$ cat config.mk
export PLATFORM = sky130hd
export DESIGN_NAME = late_write_sram_cmd_ctrl
export DESIGN_NICKNAME = d
export VERILOG_FILES = /design/src/late_write_sram_pkg.sv /design/src/hold_link_if.sv /design/src/sram_hold_buffer.sv /design/src/late_write_sram_cmd_ctrl.sv
export SDC_FILE = /design/constraint.sdc
export NUM_CORES = 1
export LEC_CHECK = 0
export BUFFER_PORTS_ARGS = -buffer_cell sky130_fd_sc_hd__buf_2
export CAP_MARGIN = 20
export CORE_MARGIN = 2
export CORE_UTILIZATION = 35
export CTS_CLUSTER_SIZE = 25
export DETAILED_ROUTE_END_ITERATION = 8
export GPL_TIMING_DRIVEN = 0
export PLACE_DENSITY = 0.58
export SYNTH_ARGS = -nofsm -noshare
export SYNTH_HDL_FRONTEND = slang
export SYNTH_SLANG_ARGS = --single-unit
$ cat constraint.sdc
create_clock -name clk -period 2.3 [get_ports clk]
set_input_delay 0.46 -clock clk [delete_from_list [all_inputs] [get_ports clk]]
set_output_delay 0.46 -clock clk [all_outputs]
set_load 0.02 [all_outputs]
$ cat src/late_write_sram_pkg.sv
// constants and types for the late-write sram command controller
package late_write_sram_pkg;

  localparam int ADDR_W     = 4;
  localparam int LANES      = 4;
  localparam int LANE_W     = 9;
  localparam int BURST_W    = 2;
  localparam int HOLD_DEPTH = 2;
  localparam int WRITE_LAG  = 2;

  localparam logic [BURST_W-1:0] BURST_START = 2'h0;
  localparam logic [BURST_W-1:0] BURST_STEP  = 2'h1;
  localparam logic [BURST_W-1:0] BURST_LAST  = 2'h3;

  typedef enum logic [1:0] {
    OP_BANK_DES,
    OP_CHIP_DES,
    OP_READ,
    OP_WRITE
  } op_t;

endpackage : late_write_sram_pkg

$ cat src/hold_link_if.sv
// valid/ready carrier between the controller and its hold buffer
`timescale 1ns/10ps
interface hold_link_if #(parameter int W = 8);
  logic         inValid;
  logic         inReady;
  logic [W-1:0] inData;
  logic         outValid;
  logic         outReady;
  logic [W-1:0] outData;
  logic         full;

  modport fill (output inValid, inData, outReady,
                input  inReady, outValid, outData, full);
  modport store (input  inValid, inData, outReady,
                 output inReady, outValid, outData, full);
endinterface : hold_link_if

$ cat src/sram_hold_buffer.sv
// small fifo holding pending write descriptors until their data arrives
`timescale 1ns/10ps
module sram_hold_buffer #(
  parameter int W     = 8,
  parameter int DEPTH = late_write_sram_pkg::HOLD_DEPTH
) (
  input logic       clk,
  input logic       reset,
  hold_link_if.store link
);

  localparam int PW = (DEPTH > 1) ? $clog2(DEPTH) : 1;

  logic [W-1:0]  slot [DEPTH];
  logic [PW-1:0] wrPtr;
  logic [PW-1:0] rdPtr;
  logic [PW:0]   count;
  logic          doPush;
  logic          doPop;

  function automatic logic [PW-1:0] bump(input logic [PW-1:0] p);
    return (p == PW'(DEPTH - 1)) ? '0 : p + 1'b1;
  endfunction : bump

  assign link.outValid = (count != '0);
  assign link.full     = (count == (PW + 1)'(DEPTH));
  // a pop in the same cycle frees the slot for the push
  assign link.inReady  = !link.full || link.outReady;
  assign link.outData  = slot[rdPtr];
  assign doPush        = link.inValid && link.inReady;
  assign doPop         = link.outValid && link.outReady;

  always_ff @(posedge clk) begin
    if (doPush) begin
      slot[wrPtr] <= link.inData;
    end
  end

  always_ff @(posedge clk) begin
    if (reset) begin
      wrPtr <= '0;
      rdPtr <= '0;
    end else begin
      if (doPush) begin
        wrPtr <= bump(wrPtr);
      end
      if (doPop) begin
        rdPtr <= bump(rdPtr);
      end
    end
  end

  always_ff @(posedge clk) begin
    if (reset) begin
      count <= '0;
    end else if (doPush && !doPop) begin
      count <= count + 1'b1;
    end else if (doPop && !doPush) begin
      count <= count - 1'b1;
    end
  end

endmodule : sram_hold_buffer

$ cat src/late_write_sram_cmd_ctrl.sv
// command decode, burst counter and data pipeline of the late-write sram
`timescale 1ns/10ps
module late_write_sram_cmd_ctrl #(
  parameter int AW = late_write_sram_pkg::ADDR_W,
  parameter int NB = late_write_sram_pkg::LANES,
  parameter int LW = late_write_sram_pkg::LANE_W
) (
  input  logic             clk,
  input  logic             reset,
  input  logic             primary_select_n,
  input  logic             bank_sel_a,
  input  logic             bank_sel_b,
  input  logic             bank_pol_a,
  input  logic             bank_pol_b,
  input  logic             load_or_step,
  input  logic             write_sel_n,
  input  logic [AW-1:0]    addrIn,
  input  logic [NB-1:0]    lane_strobe_n,
  input  logic [NB*LW-1:0] dqIn,
  output logic [NB*LW-1:0] dqOut,
  output logic             dqOe,
  output logic             echo_clk_out,
  output logic             echoOe
);

  localparam int DW     = NB * LW;
  localparam int BW     = late_write_sram_pkg::BURST_W;
  localparam int DESC_W = AW + NB + 1;

  ////////////////////////////////////////////////////////////////////////////////
  // straps and command decode

  logic                      polStageA;
  logic                      polStageB;
  logic                      polA;
  logic                      polB;
  logic                      bankMatch;
  logic                      isLoad;
  logic                      cmdTake;
  late_write_sram_pkg::op_t  op;
  late_write_sram_pkg::op_t  next_op;

  hold_link_if #(.W(DESC_W)) hold ();

  // static strap pins: two stages before use, running through reset
  always_ff @(posedge clk) begin
    polStageA <= bank_pol_a;
    polStageB <= bank_pol_b;
    polA      <= polStageA;
    polB      <= polStageB;
  end

  assign bankMatch = (bank_sel_a == polA) && (bank_sel_b == polB);
  assign isLoad    = !load_or_step;
  assign cmdTake   = hold.inReady;

  always_comb begin
    next_op = op;
    if (isLoad) begin
      if (!bankMatch) begin
        next_op = late_write_sram_pkg::OP_BANK_DES;
      end else if (primary_select_n) begin
        next_op = late_write_sram_pkg::OP_CHIP_DES;
      end else if (write_sel_n) begin
        next_op = late_write_sram_pkg::OP_READ;
      end else begin
        next_op = late_write_sram_pkg::OP_WRITE;
      end
    end
  end

  always_ff @(posedge clk) begin
    if (reset) begin
      op <= late_write_sram_pkg::OP_BANK_DES;
    end else if (cmdTake) begin
      op <= next_op;
    end
  end

  ////////////////////////////////////////////////////////////////////////////////
  // burst address counter

  logic [AW-1:0] baseAddr;
  logic [BW-1:0] burstCnt;
  logic [AW-1:0] accAddr;
  logic          inBurst;
  logic          stepBurst;

  function automatic logic [AW-1:0] burstAddr(input logic [AW-1:0] base,
                                              input logic [BW-1:0] cnt);
    logic [BW-1:0] low;
    low = base[BW-1:0] + cnt;
    return {base[AW-1:BW], low};
  endfunction : burstAddr

  assign inBurst   = (op == late_write_sram_pkg::OP_READ) ||
                     (op == late_write_sram_pkg::OP_WRITE);
  assign stepBurst = cmdTake && !isLoad && inBurst;
  assign accAddr   = isLoad ? addrIn
                            : burstAddr(baseAddr, burstCnt + late_write_sram_pkg::BURST_STEP);

  always_ff @(posedge clk) begin
    if (reset) begin
      baseAddr <= '0;
      burstCnt <= late_write_sram_pkg::BURST_START;
    end else if (cmdTake && isLoad && bankMatch && !primary_select_n) begin
      baseAddr <= addrIn;
      burstCnt <= late_write_sram_pkg::BURST_START;
    end else if (stepBurst) begin
      // wraps to the base after the fourth step
      burstCnt <= burstCnt + late_write_sram_pkg::BURST_STEP;
    end
  end

  ////////////////////////////////////////////////////////////////////////////////
  // storage and read pipeline

  logic [DW-1:0] mem [2**AW];
  logic [AW-1:0] rdAddr;

  always_ff @(posedge clk) begin
    if (reset) begin
      rdAddr <= '0;
    end else if (cmdTake && next_op == late_write_sram_pkg::OP_READ) begin
      rdAddr <= accAddr;
    end
  end

  // outputs follow the operation taken one edge earlier
  always_ff @(posedge clk) begin
    if (reset) begin
      dqOe   <= 1'b0;
      echoOe <= 1'b0;
      dqOut  <= '0;
    end else begin
      dqOe   <= (op == late_write_sram_pkg::OP_READ);
      echoOe <= (op != late_write_sram_pkg::OP_BANK_DES);
      if (op == late_write_sram_pkg::OP_READ) begin
        dqOut <= mem[rdAddr];
      end
    end
  end

  always_ff @(posedge clk) begin
    if (reset) begin
      echo_clk_out <= 1'b0;
    end else begin
      echo_clk_out <= !echo_clk_out;
    end
  end

  ////////////////////////////////////////////////////////////////////////////////
  // write pipeline: one descriptor per edge, drained two edges later

  logic          wantStore;
  logic          storeEn;
  logic [AW-1:0] storeAddr;
  logic [NB-1:0] storeStrb;

  assign wantStore     = (next_op == late_write_sram_pkg::OP_WRITE) && !(&lane_strobe_n);
  assign hold.inValid  = 1'b1;
  assign hold.inData   = {wantStore, lane_strobe_n, accAddr};
  assign hold.outReady = hold.full;
  assign storeEn       = hold.outValid && hold.outReady && hold.outData[DESC_W-1];
  assign storeAddr     = hold.outData[AW-1:0];
  assign storeStrb     = hold.outData[AW+NB-1:AW];

  sram_hold_buffer #(
    .W     (DESC_W),
    .DEPTH (late_write_sram_pkg::HOLD_DEPTH)
  ) sram_hold_buffer_inst (
    .clk   (clk),
    .reset (reset),
    .link  (hold.store)
  );

  always_ff @(posedge clk) begin
    if (storeEn) begin
      for (int i = 0; i < NB; i++) begin
        if (!storeStrb[i]) begin
          mem[storeAddr][i*LW +: LW] <= dqIn[i*LW +: LW];
        end
      end
    end
  end

  ////////////////////////////////////////////////////////////////////////////////
  // checks

  logic loadSel;
  logic readLoad;
  logic writeLoad;
  logic bankDes;
  logic chipDes;

  assign loadSel   = cmdTake && isLoad && bankMatch && !primary_select_n;
  assign readLoad  = loadSel && write_sel_n;
  assign writeLoad = loadSel && !write_sel_n;
  assign bankDes   = cmdTake && isLoad && !bankMatch;
  assign chipDes   = cmdTake && isLoad && bankMatch && primary_select_n;

  AST_BANK_DECODE: assert property (@(posedge clk) disable iff (reset)
    bankDes |=> op == late_write_sram_pkg::OP_BANK_DES)
    else $error("mismatched enables did not give bank deselect");

  AST_READ_DRIVE: assert property (@(posedge clk) disable iff (reset)
    readLoad |-> ##2 (dqOe && echoOe))
    else $error("read data not driven one clock after command");

  AST_READ_ADDR: assert property (@(posedge clk) disable iff (reset)
    readLoad |=> rdAddr == $past(addrIn))
    else $error("read load did not latch the address");

  AST_WRITE_FLOAT: assert property (@(posedge clk) disable iff (reset)
    writeLoad |-> ##2 !dqOe)
    else $error("data pins driven after write command");

  AST_CHIP_FLOAT: assert property (@(posedge clk) disable iff (reset)
    chipDes |-> ##2 (!dqOe && echoOe))
    else $error("chip deselect floated echo or drove data");

  AST_BANK_FLOAT: assert property (@(posedge clk) disable iff (reset)
    bankDes |-> ##2 (!dqOe && !echoOe))
    else $error("bank deselect left pins driven");

  AST_HOLD_DESEL: assert property (@(posedge clk) disable iff (reset)
    (cmdTake && !isLoad && op == late_write_sram_pkg::OP_BANK_DES)
      |-> ##2 (!dqOe && !echoOe))
    else $error("continue after bank deselect drove pins");

  AST_PREV_OUTPUT: assert property (@(posedge clk) disable iff (reset)
    cmdTake |=> dqOe == ($past(op) == late_write_sram_pkg::OP_READ))
    else $error("pins did not follow the previous operation");

  AST_BURST_STEP: assert property (@(posedge clk) disable iff (reset)
    stepBurst |=> burstCnt == $past(burstCnt) + late_write_sram_pkg::BURST_STEP)
    else $error("burst counter did not step by one");

  AST_WRAP: assert property (@(posedge clk) disable iff (reset)
    (stepBurst && op == late_write_sram_pkg::OP_READ
      && burstCnt == late_write_sram_pkg::BURST_LAST) |=> rdAddr == baseAddr)
    else $error("fourth continue did not wrap to base");

  AST_STORE: assert property (@(posedge clk) disable iff (reset)
    (writeLoad && !(&lane_strobe_n))
      |-> ##2 (storeEn && storeAddr == $past(addrIn, 2)))
    else $error("write not stored at its address two clocks later");

  AST_ABORT: assert property (@(posedge clk) disable iff (reset)
    (cmdTake && next_op == late_write_sram_pkg::OP_WRITE && (&lane_strobe_n))
      |-> ##2 !storeEn)
    else $error("write abort stored data");

  AST_ECHO_TOGGLE: assert property (@(posedge clk) disable iff (reset)
    1'h1 |=> echo_clk_out != $past(echo_clk_out))
    else $error("echo clock stopped toggling");

  // continue cycles repeat the operation in flight
  AST_CHIP_CONT: assert property (@(posedge clk) disable iff (reset)
    (cmdTake && !isLoad && op == late_write_sram_pkg::OP_CHIP_DES)
      |-> ##2 (!dqOe && echoOe))
    else $error("continue after chip deselect changed the pins");

  AST_WRITE_CONT: assert property (@(posedge clk) disable iff (reset)
    (cmdTake && !isLoad && op == late_write_sram_pkg::OP_WRITE && !(&lane_strobe_n))
      |-> ##2 storeEn)
    else $error("write continue with enabled lanes stored nothing");

  AST_WRITE_CONT_FLOAT: assert property (@(posedge clk) disable iff (reset)
    (cmdTake && !isLoad && op == late_write_sram_pkg::OP_WRITE)
      |-> ##2 !dqOe)
    else $error("data pins driven after write continue");

  AST_BASE_HOLD: assert property (@(posedge clk) disable iff (reset)
    stepBurst |=> baseAddr == $past(baseAddr))
    else $error("burst step changed the base address");

  AST_DESEL_STILL: assert property (@(posedge clk) disable iff (reset)
    (cmdTake && !isLoad && !inBurst)
      |=> burstCnt == $past(burstCnt))
    else $error("continue after deselect moved the burst counter");

  // loads and echo enable
  AST_LOAD_RESTART: assert property (@(posedge clk) disable iff (reset)
    loadSel |=> burstCnt == late_write_sram_pkg::BURST_START)
    else $error("load did not restart the burst counter");

  AST_ECHO_KEEP: assert property (@(posedge clk) disable iff (reset)
    (cmdTake && next_op != late_write_sram_pkg::OP_BANK_DES)
      |-> ##2 echoOe)
    else $error("echo floated without a bank deselect");

  ////////////////////////////////////////////////////////////////////////////////
  // scenario covers

  COV_READ_BURST: cover property (@(posedge clk) disable iff (reset)
    readLoad ##1 stepBurst [*4]);
  COV_WRITE_STORE: cover property (@(posedge clk) disable iff (reset)
    writeLoad ##2 storeEn);
  COV_CHIP_DES: cover property (@(posedge clk) disable iff (reset)
    chipDes ##1 (cmdTake && !isLoad));
  COV_BANK_DES: cover property (@(posedge clk) disable iff (reset)
    readLoad ##1 bankDes);
  COV_WRITE_BURST: cover property (@(posedge clk) disable iff (reset)
    writeLoad ##1 stepBurst [*3]);

endmodule : late_write_sram_cmd_ctrl

=== After elaboration in Yosys (flattened, before gate mapping) ===
Memory sizes are Yosys's and may differ from the RTL's. A register that Yosys moved wholly into a read port is not among the register bits.
Cells that the tools add are included.

* Reductions and logical operators: 17
* Add/subtract/negate cells: 5
* Muxes and demuxes: 20
* Equality and inequality tests: 7

{| class="wikitable"
|+ Operators by type and width
! operator !! count
|-
| two-way mux 1 bit || 16
|-
| equality test 2 bit (second input constant) || 5
|-
| logical AND 1 bit || 7
|-
| two-way mux 2 bit || 3
|-
| adder 2 x 1 -> 2 bit (second input constant) || 2
|-
| zero test 1 bit || 4
|-
| two-way mux 4 bit || 1
|-
| AND reduction 4 bit || 1
|-
| nonzero test 2 bit || 2
|-
| OR reduction 2 bit || 2
|-
| adder 1 bit (second input constant) || 2
|-
| adder 2 bit || 1
|-
| equality test 1 bit || 2
|-
| logical OR 1 bit || 1
|}

* Logic and storage cells: 65
* Memory bits (writable): 594
* Flip-flop bits (word level): 23
* Memories kept: 2
* Output and inout bits: 39

{| class="wikitable"
|+ Memory list
! name !! depth !! width !! read ports !! clocked after memory_dff !! write ports !! line !! source
|-
| mem || 16 || 36 || 1 || 1 || 1 || late_write_sram_cmd_ctrl.sv:118 || <nowiki>logic [DW-1:0] mem [2**AW];</nowiki>
|-
| sram_hold_buffer_inst.slot || 2 || 9 || 1 || 1 || 1 || sram_hold_buffer.sv:14 || <nowiki>logic [W-1:0] slot [DEPTH];</nowiki>
|}

=== Longest topological paths before layout ===
Gate-level depths: netlist of run 1.

* Depth after elaboration: 6
* Mapped depth: 8
* Mapped depth without buffers: 6

=== By module ===
A second synthesis of run 1 with hierarchy kept.

* Cells, all modules: 1276
* Area total of the unflattened synthesis: 24979.0 um^2

{| class="wikitable"
|+ Modules (own cells, without submodules)
! module !! area an instance (um^2) !! cells each !! instances
|-
| late_write_sram_cmd_ctrl || 24080.6 || 1222 || 1
|-
| sram_hold_buffer || 898.4 || 54 || 1
|}

=== Worst setup path before layout of run 1 ===
OpenSTA, ideal clock, no wires.

* Path type: reg2reg
* Start: register sram_hold_buffer_inst.count[0]
* End: memory mem[10][27] (netlist bit), enable pin
* Arrival: 1583 ps
* Slack: 343 ps
* Required time: 1926 ps
* Cell stages (with the launch flop): 7
* Setup time: 374 ps
* Cells stage by stage: dfxtp_1 inv_1 ha_1 clkbuf_1 nand2_1 clkbuf_1 nor2_1

* Cells in the longest elaborated chain, start to end: 5
* Elaborated cells on any way between the ends: 6

{| class="wikitable"
|+ RTL lines
! item !! line !! source
|-
| start, declared || sram_hold_buffer.sv:17 || <nowiki>logic [PW:0] count;</nowiki>
|-
| start signal, assigned || sram_hold_buffer.sv:57 || <nowiki>count <= count + 1'b1;</nowiki>
|-
| start signal, assigned || sram_hold_buffer.sv:59 || <nowiki>count <= count - 1'b1;</nowiki>
|-
| equality test 2 bit or nonzero test 2 bit (tied branches) || sram_hold_buffer.sv:26, sram_hold_buffer.sv:25 ||
|-
| logical AND 1 bit * || n/a ||
|-
| via sram_hold_buffer_inst.doPop || sram_hold_buffer.sv:19 || <nowiki>logic doPop;</nowiki>
|-
| logical AND 1 bit * || late_write_sram_cmd_ctrl.sv:164 || <nowiki>assign storeEn = hold.outValid && hold.outReady && hold.outData[DESC_W-1];</nowiki>
|-
| two-way mux 1 bit * || late_write_sram_cmd_ctrl.sv:178 || <nowiki>if (storeEn) begin</nowiki>
|-
| two-way mux 1 bit (implied by the code) * || late_write_sram_cmd_ctrl.sv:181 || <nowiki>mem[storeAddr][i*LW +: LW] <= dqIn[i*LW +: LW];</nowiki>
|-
| end, declared || late_write_sram_cmd_ctrl.sv:118 ||
|}

The timed path passes the listed nets; every way through them passes the cells marked *.

==> results of run 1 <==
[where the power goes]
part / total, µW / switching (µW) / leakage (µW) / internal (µW)
logic: 1450 / 976 / 0.00248 / 474
registers: 13100 / 67.4 / 0.00584 / 13100
clock network: 10600 / 4370 / 0.00106 / 6230
total: 25200 / 5410 / 0.00938 / 19800
[worst max-delay path, stage by stage, from the launching register on]
cell and delay [ns]:
dfxtp_1 0.33, clkbuf_2 0.22, o32ai_2 0.60, nand2_2 0.32, nor2_2 0.28, buf_4 0.24
[layer usage]
metal	GRT usage, %	vias up	part of all wire [%]	routed length, µm
met4	5.34	4	2.3	1360
li1	-	5552	-	-
met5	0	-	0.035	20
met2	26.5	342	50	29200
met3	2.75	93	5.2	2990
met1	20.2	6639	42	24400
[sequential cells by signal, indices dropped and copies added, names as in the netlist, named ones only]
register and flops:
baseAddr 4, burstCnt 2, dqOe 1, dqOut 36
echoOe 1, echo_clk_out 1, mem 576, op 2
polA 1, polB 1, polStageA 1, polStageB 1
rdAddr 4, sram_hold_buffer_inst.count 2, sram_hold_buffer_inst.rdPtr 1, sram_hold_buffer_inst.slot 18
sram_hold_buffer_inst.wrPtr 1
[synthesized netlist by cell type (3+ instances only)]
cell	number	area, µm²
a21oi_1	8	40.0
a22oi_1	55	413
a22oi_2	18	225
buf_2	28	140
buf_4	5	37.5
buf_6	4	45.0
clkbuf_1	29	109
dfxtp_1	60	1200
edfxtp_1	594	17800
inv_1	9	33.8
mux2_2	35	394
mux2_4	4	60.1
mux2i_1	78	781
mux4_2	107	2410
nand2_1	61	229
nand2b_1	5	31.3
nand3_1	3	15.0
nor2_1	82	308
nor2b_1	3	18.8
nor3_1	10	50.1
o211ai_1	35	263
o22ai_1	6	37.5
o32ai_1	6	52.6
xnor2_1	5	43.8
xor2_1	4	35.0
[through the flow]
| step | hold slack (ns) | total power [µW] | std cells |
|---|---|---|---|
| 3_3_place_gp | 0.315 | 14500 | 2299 |
| 3_5_place_dp | 0.315 | 14600 | 2301 |
| 2_1_floorplan | 0.310 | 14100 | 1269 |
| 6_report | 0.0716 | 25200 | 2457 |
| 5_1_grt | 0.0573 | 26000 | 2457 |
| 4_1_cts | 0.0383 | 25400 | 2447 |
[worst paths after layout]
check,start,end,slack (ns),cells past startpoint
hold reg to reg,polStageA,polA,0.33,0
setup / recovery,register,mem[12][7],-0.01,5
setup reg to reg,register,mem[12][7],-0.01,5
hold / removal,lane_strobe_n[3],sram_hold_buffer_inst.slot[0][7],0.07,1
[repair_timing]
item / in CTS / in global routing
pin swaps: 26 / 10
setup endpoints to repair: 611 / 226
buffers inserted: 23 / 9
endpoints found under the hold margin: 2 / 0
resized for setup: 178 / 25
hold buffers: 2 / 0
[layout by cell type, fill, tap and decap left out, types with 3 or more instances in the layout]
cell       count
edfxtp_1     594
buf_2        113
mux4_2       107
mux2i_1       78
clkbuf_16     73
nor2_4        63
dfxtp_1       59
a22oi_1       55
nand2_1       41
mux2_2        35
o211ai_1      35
buf_12        32
clkbuf_1      30
nand2_2       19
nor2_1        18
a22oi_2       18
clkbuf_2      13
buf_4         11
clkinv_2      11
nor3_1        10
inv_1          9
a21oi_1        7
o32ai_2        6
clkbuf_4       6
buf_6          6
clkbuf_8       6
xnor2_1        5
nand2b_1       5
clkinv_1       5
o22ai_1        4
xor2_1         4
mux2_4         4
nor2b_1        3
nand3_1        3
[layout make-up]
type                       instances  area, µm²  share of cell area [%]
clock buffer                     100       1990                    6.61
clock inverter                    22        169                   0.562
buffer                            69        445                    1.48
timing repair buffer             126       1110                    3.69
antenna                            1       2.50                 0.00832
tap                              940       1180                    3.91
sequential                       654      19000                    63.3
inverter                           9       33.8                   0.112
multi-input combinational        536       6120                    20.3
[cell families after synthesis]
logic type,count (synthesis)
fa+ha+maj,2
compound gates,130
simple gates,171
mux,224
xor+xnor,9
buf+inv,79
flops,654
==> flow_metrics.tcl, run 1 <==
set metrics [dict create \
    outcome "complete, but fails checks" \
    violations "negative setup slack" \
    finish.utilization_pct 42.7 \
    fin_worst_skew_ns 0.0199 \
    fp.dieArea_um2 73500 \
    ys_types 37 \
    clk_latency_ns 0.59 \
    cap_violations 0 \
    finalNetCount 1520 \
    grt_max_degree 17 \
    io_buffers 90 \
    powerDensity_nw_per_um2 838 \
    yosysSeqAreaShare_pct 76.2 \
    period_share_pct 101 \
    rows 97 \
    final_area_um2 30100 \
    leakagePower_uw 0.00938 \
    crit_path_start_kind "register" \
    post-place-ws_ns -0.718 \
    synthMuxAreaShare_pct 14.6 \
    io_pins 92 \
    hpwlAfterDp_mm 38.0 \
    postRouteWirelength_mm 57.9 \
    via_per_inst 5.14 \
    avgSynthCellArea_um2 19.7 \
    final-hold-violation-count 0 \
    syn2layout_area_growth_pct 20.5 \
    grt-ovfl-total 0 \
    via_count 12600 \
    synth_xor_xnor_area_share_pct 0.316 \
    drive_above_1_share_pct 35.7 \
    antenna_found_initial 3 \
    fmax_mhz 432 \
    fin_tns_setup_ns -0.0978 \
    end_kind "register" \
    synth_compound_area_share_pct 4.20 \
    drt_iter0_drc 1049 \
    ys.flop_type "edfxtp_1" \
    synth_area_um2 25000 \
    drc 0 \
    synth-edff-count 594 \
    postRouteAntennaNets 0 \
    dieWidth_um 271 \
    synth-warning-count 0 \
    setup_viol 8 \
    finalCriticalPeriod_ns 2.31 \
    cts_buffer_depth 3 \
    core_area_um2 70400 \
    clkTransAtPathRegs_ns 0.06 \
    cts.root.buffer_cell "clkbuf_16" \
    worst_slack_ns -0.0147 \
    h-tree-depth 3 \
    drt_first_pass_iters 5 \
    crit_required_ns 2.58 \
    relSlewSlack_pct 51.8 \
    start_util_pct 35.5 \
    grt_pass1_vias 13000 \
    yosys.area_share.simple_pct 2.88 \
    crit_fanout 10 \
    wl_per_cell_um 23.6 \
    track_usage_pct 15.6 \
    rsz0062_at_grt "yes" \
    tritoncts "built" \
    path_class "register to register" \
    crit_arrival_ns 2.59 \
    max-vdd-ir-drop_mv 0.457 \
    final_max_slew_viol_count 0 \
    dieHeight_um 271 \
    clock_sinks 654 \
    place_area_um2 26600 \
    worst_pin_slew_ns 0.723 \
    synth_top_family_by_area "multiplexers" \
    grt_pass1_wl_mm 84.2 \
    nFillCells 6173 \
    gp_congestion 0.766 \
    syn_inst 1269 \
    synthAdderAreaFrac_pct 0.100 \
    worst_hold_path_type "input port to register" \
    syn_nets 1324 \
    cts_buffers 69 \
    async_flop_share_pct 0 \
    ys_ff_latch 654 \
]
Note: power is estimated with default switching activity, not from simulation.
==> run 2: changes to the inputs <==
CORE_UTILIZATION = 54   (was 35)
PLACE_DENSITY = 0.79   (was 0.58)
==> run 2 against run 1 <==
Effect of this change: the run still ends with negative setup slack left; sequential cell count unchanged; maximum frequency down 1.4%; clock skew up 0.0061 ns; critical path type unchanged; largest power group unchanged; highest routed layer unchanged.
==> flow_metrics.tcl, run 2 (synthesis gave the netlist of run 1 again) <==
set metrics [dict create \
    outcome "complete, but fails checks" \
    violations "negative setup slack" \
    syn2layout_area_growth_pct 17.8 \
    rrSetupSlack_ns -0.05 \
    io_buffers 90 \
    cpMostUsedCell "buf_2" \
    crit_fanout 10 \
    instances_no_fill 2108 \
    worst_slack_ns -0.0478 \
    crit_required_ns 2.79 \
    worst_hold_path_type "input port to register" \
    total_power_uw 24300 \
    worst_pin_slew_ns 0.758 \
    cpPeakStageDelay_ns 0.39 \
    postRouteAntennaNets 0 \
    drc 0 \
    dieWidth_um 219 \
    post-place-ws_ns -0.535 \
    grt_max_degree 17 \
    start_util_pct 54.9 \
    clk_latency_ns 0.63 \
    largest_reg_flops 576 \
    rsz0062_at_grt "yes" \
    layout_commonest_cell "edfxtp_1" \
    final_max_slew_viol_count 0 \
    powerDensity_nw_per_um2 828 \
    cts.root.buffer_cell "clkbuf_16" \
    max-vdd-ir-drop_mv 0.656 \
    path_class "register to register" \
    drt_first_pass_iters 5 \
    tritoncts "built" \
    crit_arrival_ns 2.84 \
    crit_slowest_cell "buf_2" \
    top_register "mem" \
    via_count 13200 \
    relSlewSlack_pct 49.5 \
    grt-ovfl-total 0 \
    grt_pass1_vias 13200 \
    postRouteWirelength_mm 58.4 \
    end_kind "register" \
    leakagePower_uw 0.00927 \
    clock_sinks 654 \
    dpl.cell_count 1959 \
    io_pins 92 \
    gp_congestion 0.804 \
    setup_viol 10 \
    final-hold-violation-count 0 \
    fmax_mhz 426 \
    period_share_pct 102 \
    final_cell_mix "edfxtp_1, buf_2, mux4_2" \
    finalNetCount 1512 \
    hpwlAfterDp_mm 34.6 \
    wl_per_cell_um 27.7 \
    drt_iter0_drc 1736 \
    nFillCells 2857 \
    rows 78 \
    top_regs "mem x576, dqOut x36, sram_hold_buffer_inst.slot x18" \
    crit_path_start_kind "register" \
    clkTransAtPathRegs_ns 0.06 \
    fp.dieArea_um2 48000 \
    core_area_um2 45500 \
    path_cells "buf_2 > buf_2 > buf_2 > mux2i_1 > a22oi_1 > o211ai_1 > nand2_1" \
    fin_worst_skew_ns 0.0260 \
    grt_pass1_wl_mm 82.8 \
    dieHeight_um 219 \
    track_usage_pct 23.8 \
    h-tree-depth 2 \
    cts_buffer_depth 3 \
    finish.utilization_pct 64.7 \
    cts_buffers 61 \
    cap_violations 0 \
    via_per_inst 6.26 \
    drive_above_1_share_pct 35.0 \
    antenna_found_initial 2 \
    finalCriticalPeriod_ns 2.35 \
]
## run 2: cell types whose count changed in the layout (fill, tap and decap cells not counted), moves of 2 or more
cell,previous run,this run
clkbuf_16,73,63
clkinv_1,5,16
buf_2,113,116
clkbuf_8,6,0
buf_4,11,8
clkinvlp_4,2,0
clkbuf_1,30,23
inv_6,1,3
bufinv_16,2,4
## run 2: worst max-delay path, delay by kind of cell (launching register included)
kind                   cells  cell delay (ns)
AO/OA/AOI/OAI              2             0.37
flip-flops                 1             0.37
AND/OR/NAND/NOR            1             0.08
multiplexers               1             0.32
buffers and inverters      3             1.06
## run 2: metrics by stage
| stage | setup TNS [ns] | hold WS, ns | area [µm²] |
|---|---|---|---|
| floorplan | 0 | 0.310 | 25000 |
| global placement | -123.97 | 0.314 | 26200 |
| detailed placement | -216.67 | 0.315 | 26200 |
| CTS | 0 | 0.0218 | 28900 |
| global route | -7.92 | 0.0426 | 29400 |
| finish | -0.0766 | 0.0432 | 29400 |
## run 2: final timing paths
kind | from | endpoint | cells after the start
setup / recovery | rdAddr[2] | dqOut[16] | 7
hold / removal | lane_strobe_n[1] | sram_hold_buffer_inst.slot[1][5] | 1
setup reg to reg | rdAddr[2] | dqOut[16] | 7
hold reg to reg | polStageA | polA | 0
## run 2: cell type report
class	count	area [µm²]	share of cell area, %
diodes	1	2.50	0.00851
plain buffers	69	432	1.47
clock buffers	77	1630	5.54
clock inverters	36	272	0.923
inverters	9	33.8	0.115
multi-input cells	536	6150	20.9
flip-flops and latches	654	19000	64.7
well taps	600	751	2.55
repair buffers	126	1100	3.74
## run 2: what timing repair did
item | 4_1_cts | 5_1_grt
pin swaps | 10 | 22
endpoints found under the hold margin | 2 | 0
setup buffers | 12 | 22
resized for setup | 170 | 34
endpoints found under the setup margin | 607 | 354
hold buffers | 2 | 0
## run 2: power by group
group | switching (µW) | internal (µW)
clock network | 4270 | 5440
registers | 71.6 | 13100
logic | 1000 | 475
## run 2: layer usage
| layer | wire, µm | global-route usage [%] | part of all wire [%] | vias to the layer above |
|---|---|---|---|---|
| li1 | - | - | - | 5529 |
| met1 | 21500 | 31.6 | 37 | 6743 |
| met2 | 29500 | 39.3 | 50 | 781 |
| met3 | 5570 | 5.10 | 9.5 | 150 |
| met4 | 1900 | 8.51 | 3.2 | 2 |
| met5 | 11 | 0 | 0.019 | - |
==> run 3: changes to the inputs <==
SLEW_MARGIN = 10   (was default)
clock period = 2.2 ns   (was 2.3 ns; I/O delays follow)
==> run 3 against run 2 <==
Effect of this change: the flow still finishes with violations (negative setup slack); largest cell class unchanged; non-clock buffer count up 11; clock skew down 0.0045 ns; clock-buffer cell count up 8; clock power up 2%.
==> flow_metrics.tcl, run 3 (synthesis gave the netlist of run 1 again) <==
set metrics [dict create \
    outcome "complete, but fails checks" \
    violations "negative setup slack" \
    crit_slowest_cell "o32ai_2" \
    cts_buffers 61 \
    dieHeight_um 219 \
    drt_first_pass_iters 5 \
    rsz0062_at_grt "yes" \
    path_class "register to register" \
    clkTransAtPathRegs_ns 0.06 \
    crit_fanout 10 \
    drt_iter0_drc 1508 \
    path_cells "clkbuf_2 > o32ai_2 > nand2_2 > nor2_4" \
    post-place-ws_ns -0.638 \
    path_buf_inv 1 \
    cts.root.buffer_cell "clkbuf_16" \
    clock_sinks 654 \
    dieWidth_um 219 \
    top_regs "mem x576, dqOut x36, sram_hold_buffer_inst.slot x18" \
    drc 0 \
    fin_worst_skew_ns 0.0215 \
    finalCriticalPeriod_ns 2.26 \
    grt-ovfl-total 0 \
    syn2layout_area_growth_pct 18.6 \
    crit_arrival_ns 2.53 \
    powerDensity_nw_per_um2 851 \
    final_cell_mix "edfxtp_1, buf_2, mux4_2" \
    rows 78 \
    gp_congestion 0.804 \
    setup_viol 27 \
    end_kind "register" \
    via_per_inst 6.24 \
    period_share_pct 103 \
    postRouteWirelength_mm 58.8 \
    wl_per_cell_um 27.8 \
    cpPeakStageDelay_ns 0.61 \
    crit_required_ns 2.47 \
    h-tree-depth 2 \
    critPathTopFamily "simple AND/OR/NAND/NOR gates" \
    antenna_found_initial 2 \
    crit_path_start_kind "register" \
    via_count 13200 \
    top_register "mem" \
    max-vdd-ir-drop_mv 0.628 \
    io_buffers 90 \
    place_area_um2 26200 \
    cap_violations 0 \
    worst_slack_ns -0.0611 \
    relSlewSlack_pct 56.8 \
    clk_latency_ns 0.63 \
    instances_no_fill 2118 \
    final-hold-violation-count 0 \
    dpl.cell_count 1960 \
    fp.dieArea_um2 48000 \
    drive_above_1_share_pct 35.8 \
    worst_hold_path_type "input port to register" \
    cts_buffer_depth 3 \
    grt_pass1_wl_mm 82.2 \
    core_area_um2 45500 \
    grt_pass1_vias 13400 \
    final_max_slew_viol_count 0 \
    grt_max_degree 17 \
    fmax_mhz 442 \
    layout_commonest_cell "edfxtp_1" \
    hpwlAfterDp_mm 34.6 \
    largest_reg_flops 576 \
    finalNetCount 1523 \
    postRouteAntennaNets 0 \
    io_pins 92 \
    fin_tns_setup_ns -0.870 \
    tritoncts "built" \
    worst_pin_slew_ns 0.643 \
    final_area_um2 29600 \
    leakagePower_uw 0.00934 \
    start_util_pct 54.9 \
    track_usage_pct 23.6 \
]
## run 3: timing repair
| item | 4_1_cts | 5_1_grt |
|---|---|---|
| gates cloned | 0 | 0 |
| hold buffers | 2 | 0 |
| endpoints found under the hold margin | 2 | 0 |
| setup endpoints to repair | 610 | 319 |
| pin swaps | 11 | 30 |
| resized for setup | 188 | 27 |
| buffers inserted | 14 | 30 |
## run 3: final timing paths
| check | end | cells past startpoint | startpoint | slack [ns] |
|---|---|---|---|---|
| hold / removal | sram_hold_buffer_inst.slot[1][7] | 1 | lane_strobe_n[3] | 0.03 |
| setup reg to reg | mem[0][25] | 4 | register | -0.06 |
| hold reg to reg | polA | 0 | polStageA | 0.33 |
| setup / recovery | mem[0][25] | 4 | register | -0.06 |
## run 3: power by group
group	internal, µW	leakage [µW]	switching, µW
logic	509	0.00259	1050
clock network	5430	0.000907	4450
registers	13700	0.00584	73.7
total	19600	0.00934	5580
## run 3: metal layers
layer	vias up	part of all wire (%)	routed length, µm	global-route usage (%)
li1	5541	-	-	-
met1	6840	37	21800	30.5
met2	722	51	30300	39.6
met3	121	8.8	5150	5.32
met4	2	2.6	1530	8.42
met5	-	0.019	11	0
## run 3: cell type report
cell class              count  area, µm²
inverters                   9       33.8
fillers                  2856      15900
well taps                 600        751
plain buffers              69        470
flip-flops and latches    654      19000
clock inverters            27        164
multi-input cells         536       6140
clock buffers              85       1680
diodes                      1       2.50
repair buffers            137       1330
## run 3: stage by stage
step | hold WS, ns | utilization (%) | power (µW)
after floorplan | 0.310 | - | 14700
after global placement | 0.314 | 57.5 | 15200
after detailed placement | 0.316 | 57.6 | 15200
after CTS | 0.00272 | 63.7 | 25100
after global routing | 0.00525 | 65.1 | 25800
final | 0.0346 | 65.1 | 25200
## run 3: worst reg2reg max path: cells and delay by family (launching register included)
kind / cells / cell delay [ns]
AO/OA/AOI/OAI: 1 / 0.61
AND/OR/NAND/NOR: 2 / 0.74
buffers and inverters: 1 / 0.23
flip-flops: 1 / 0.33
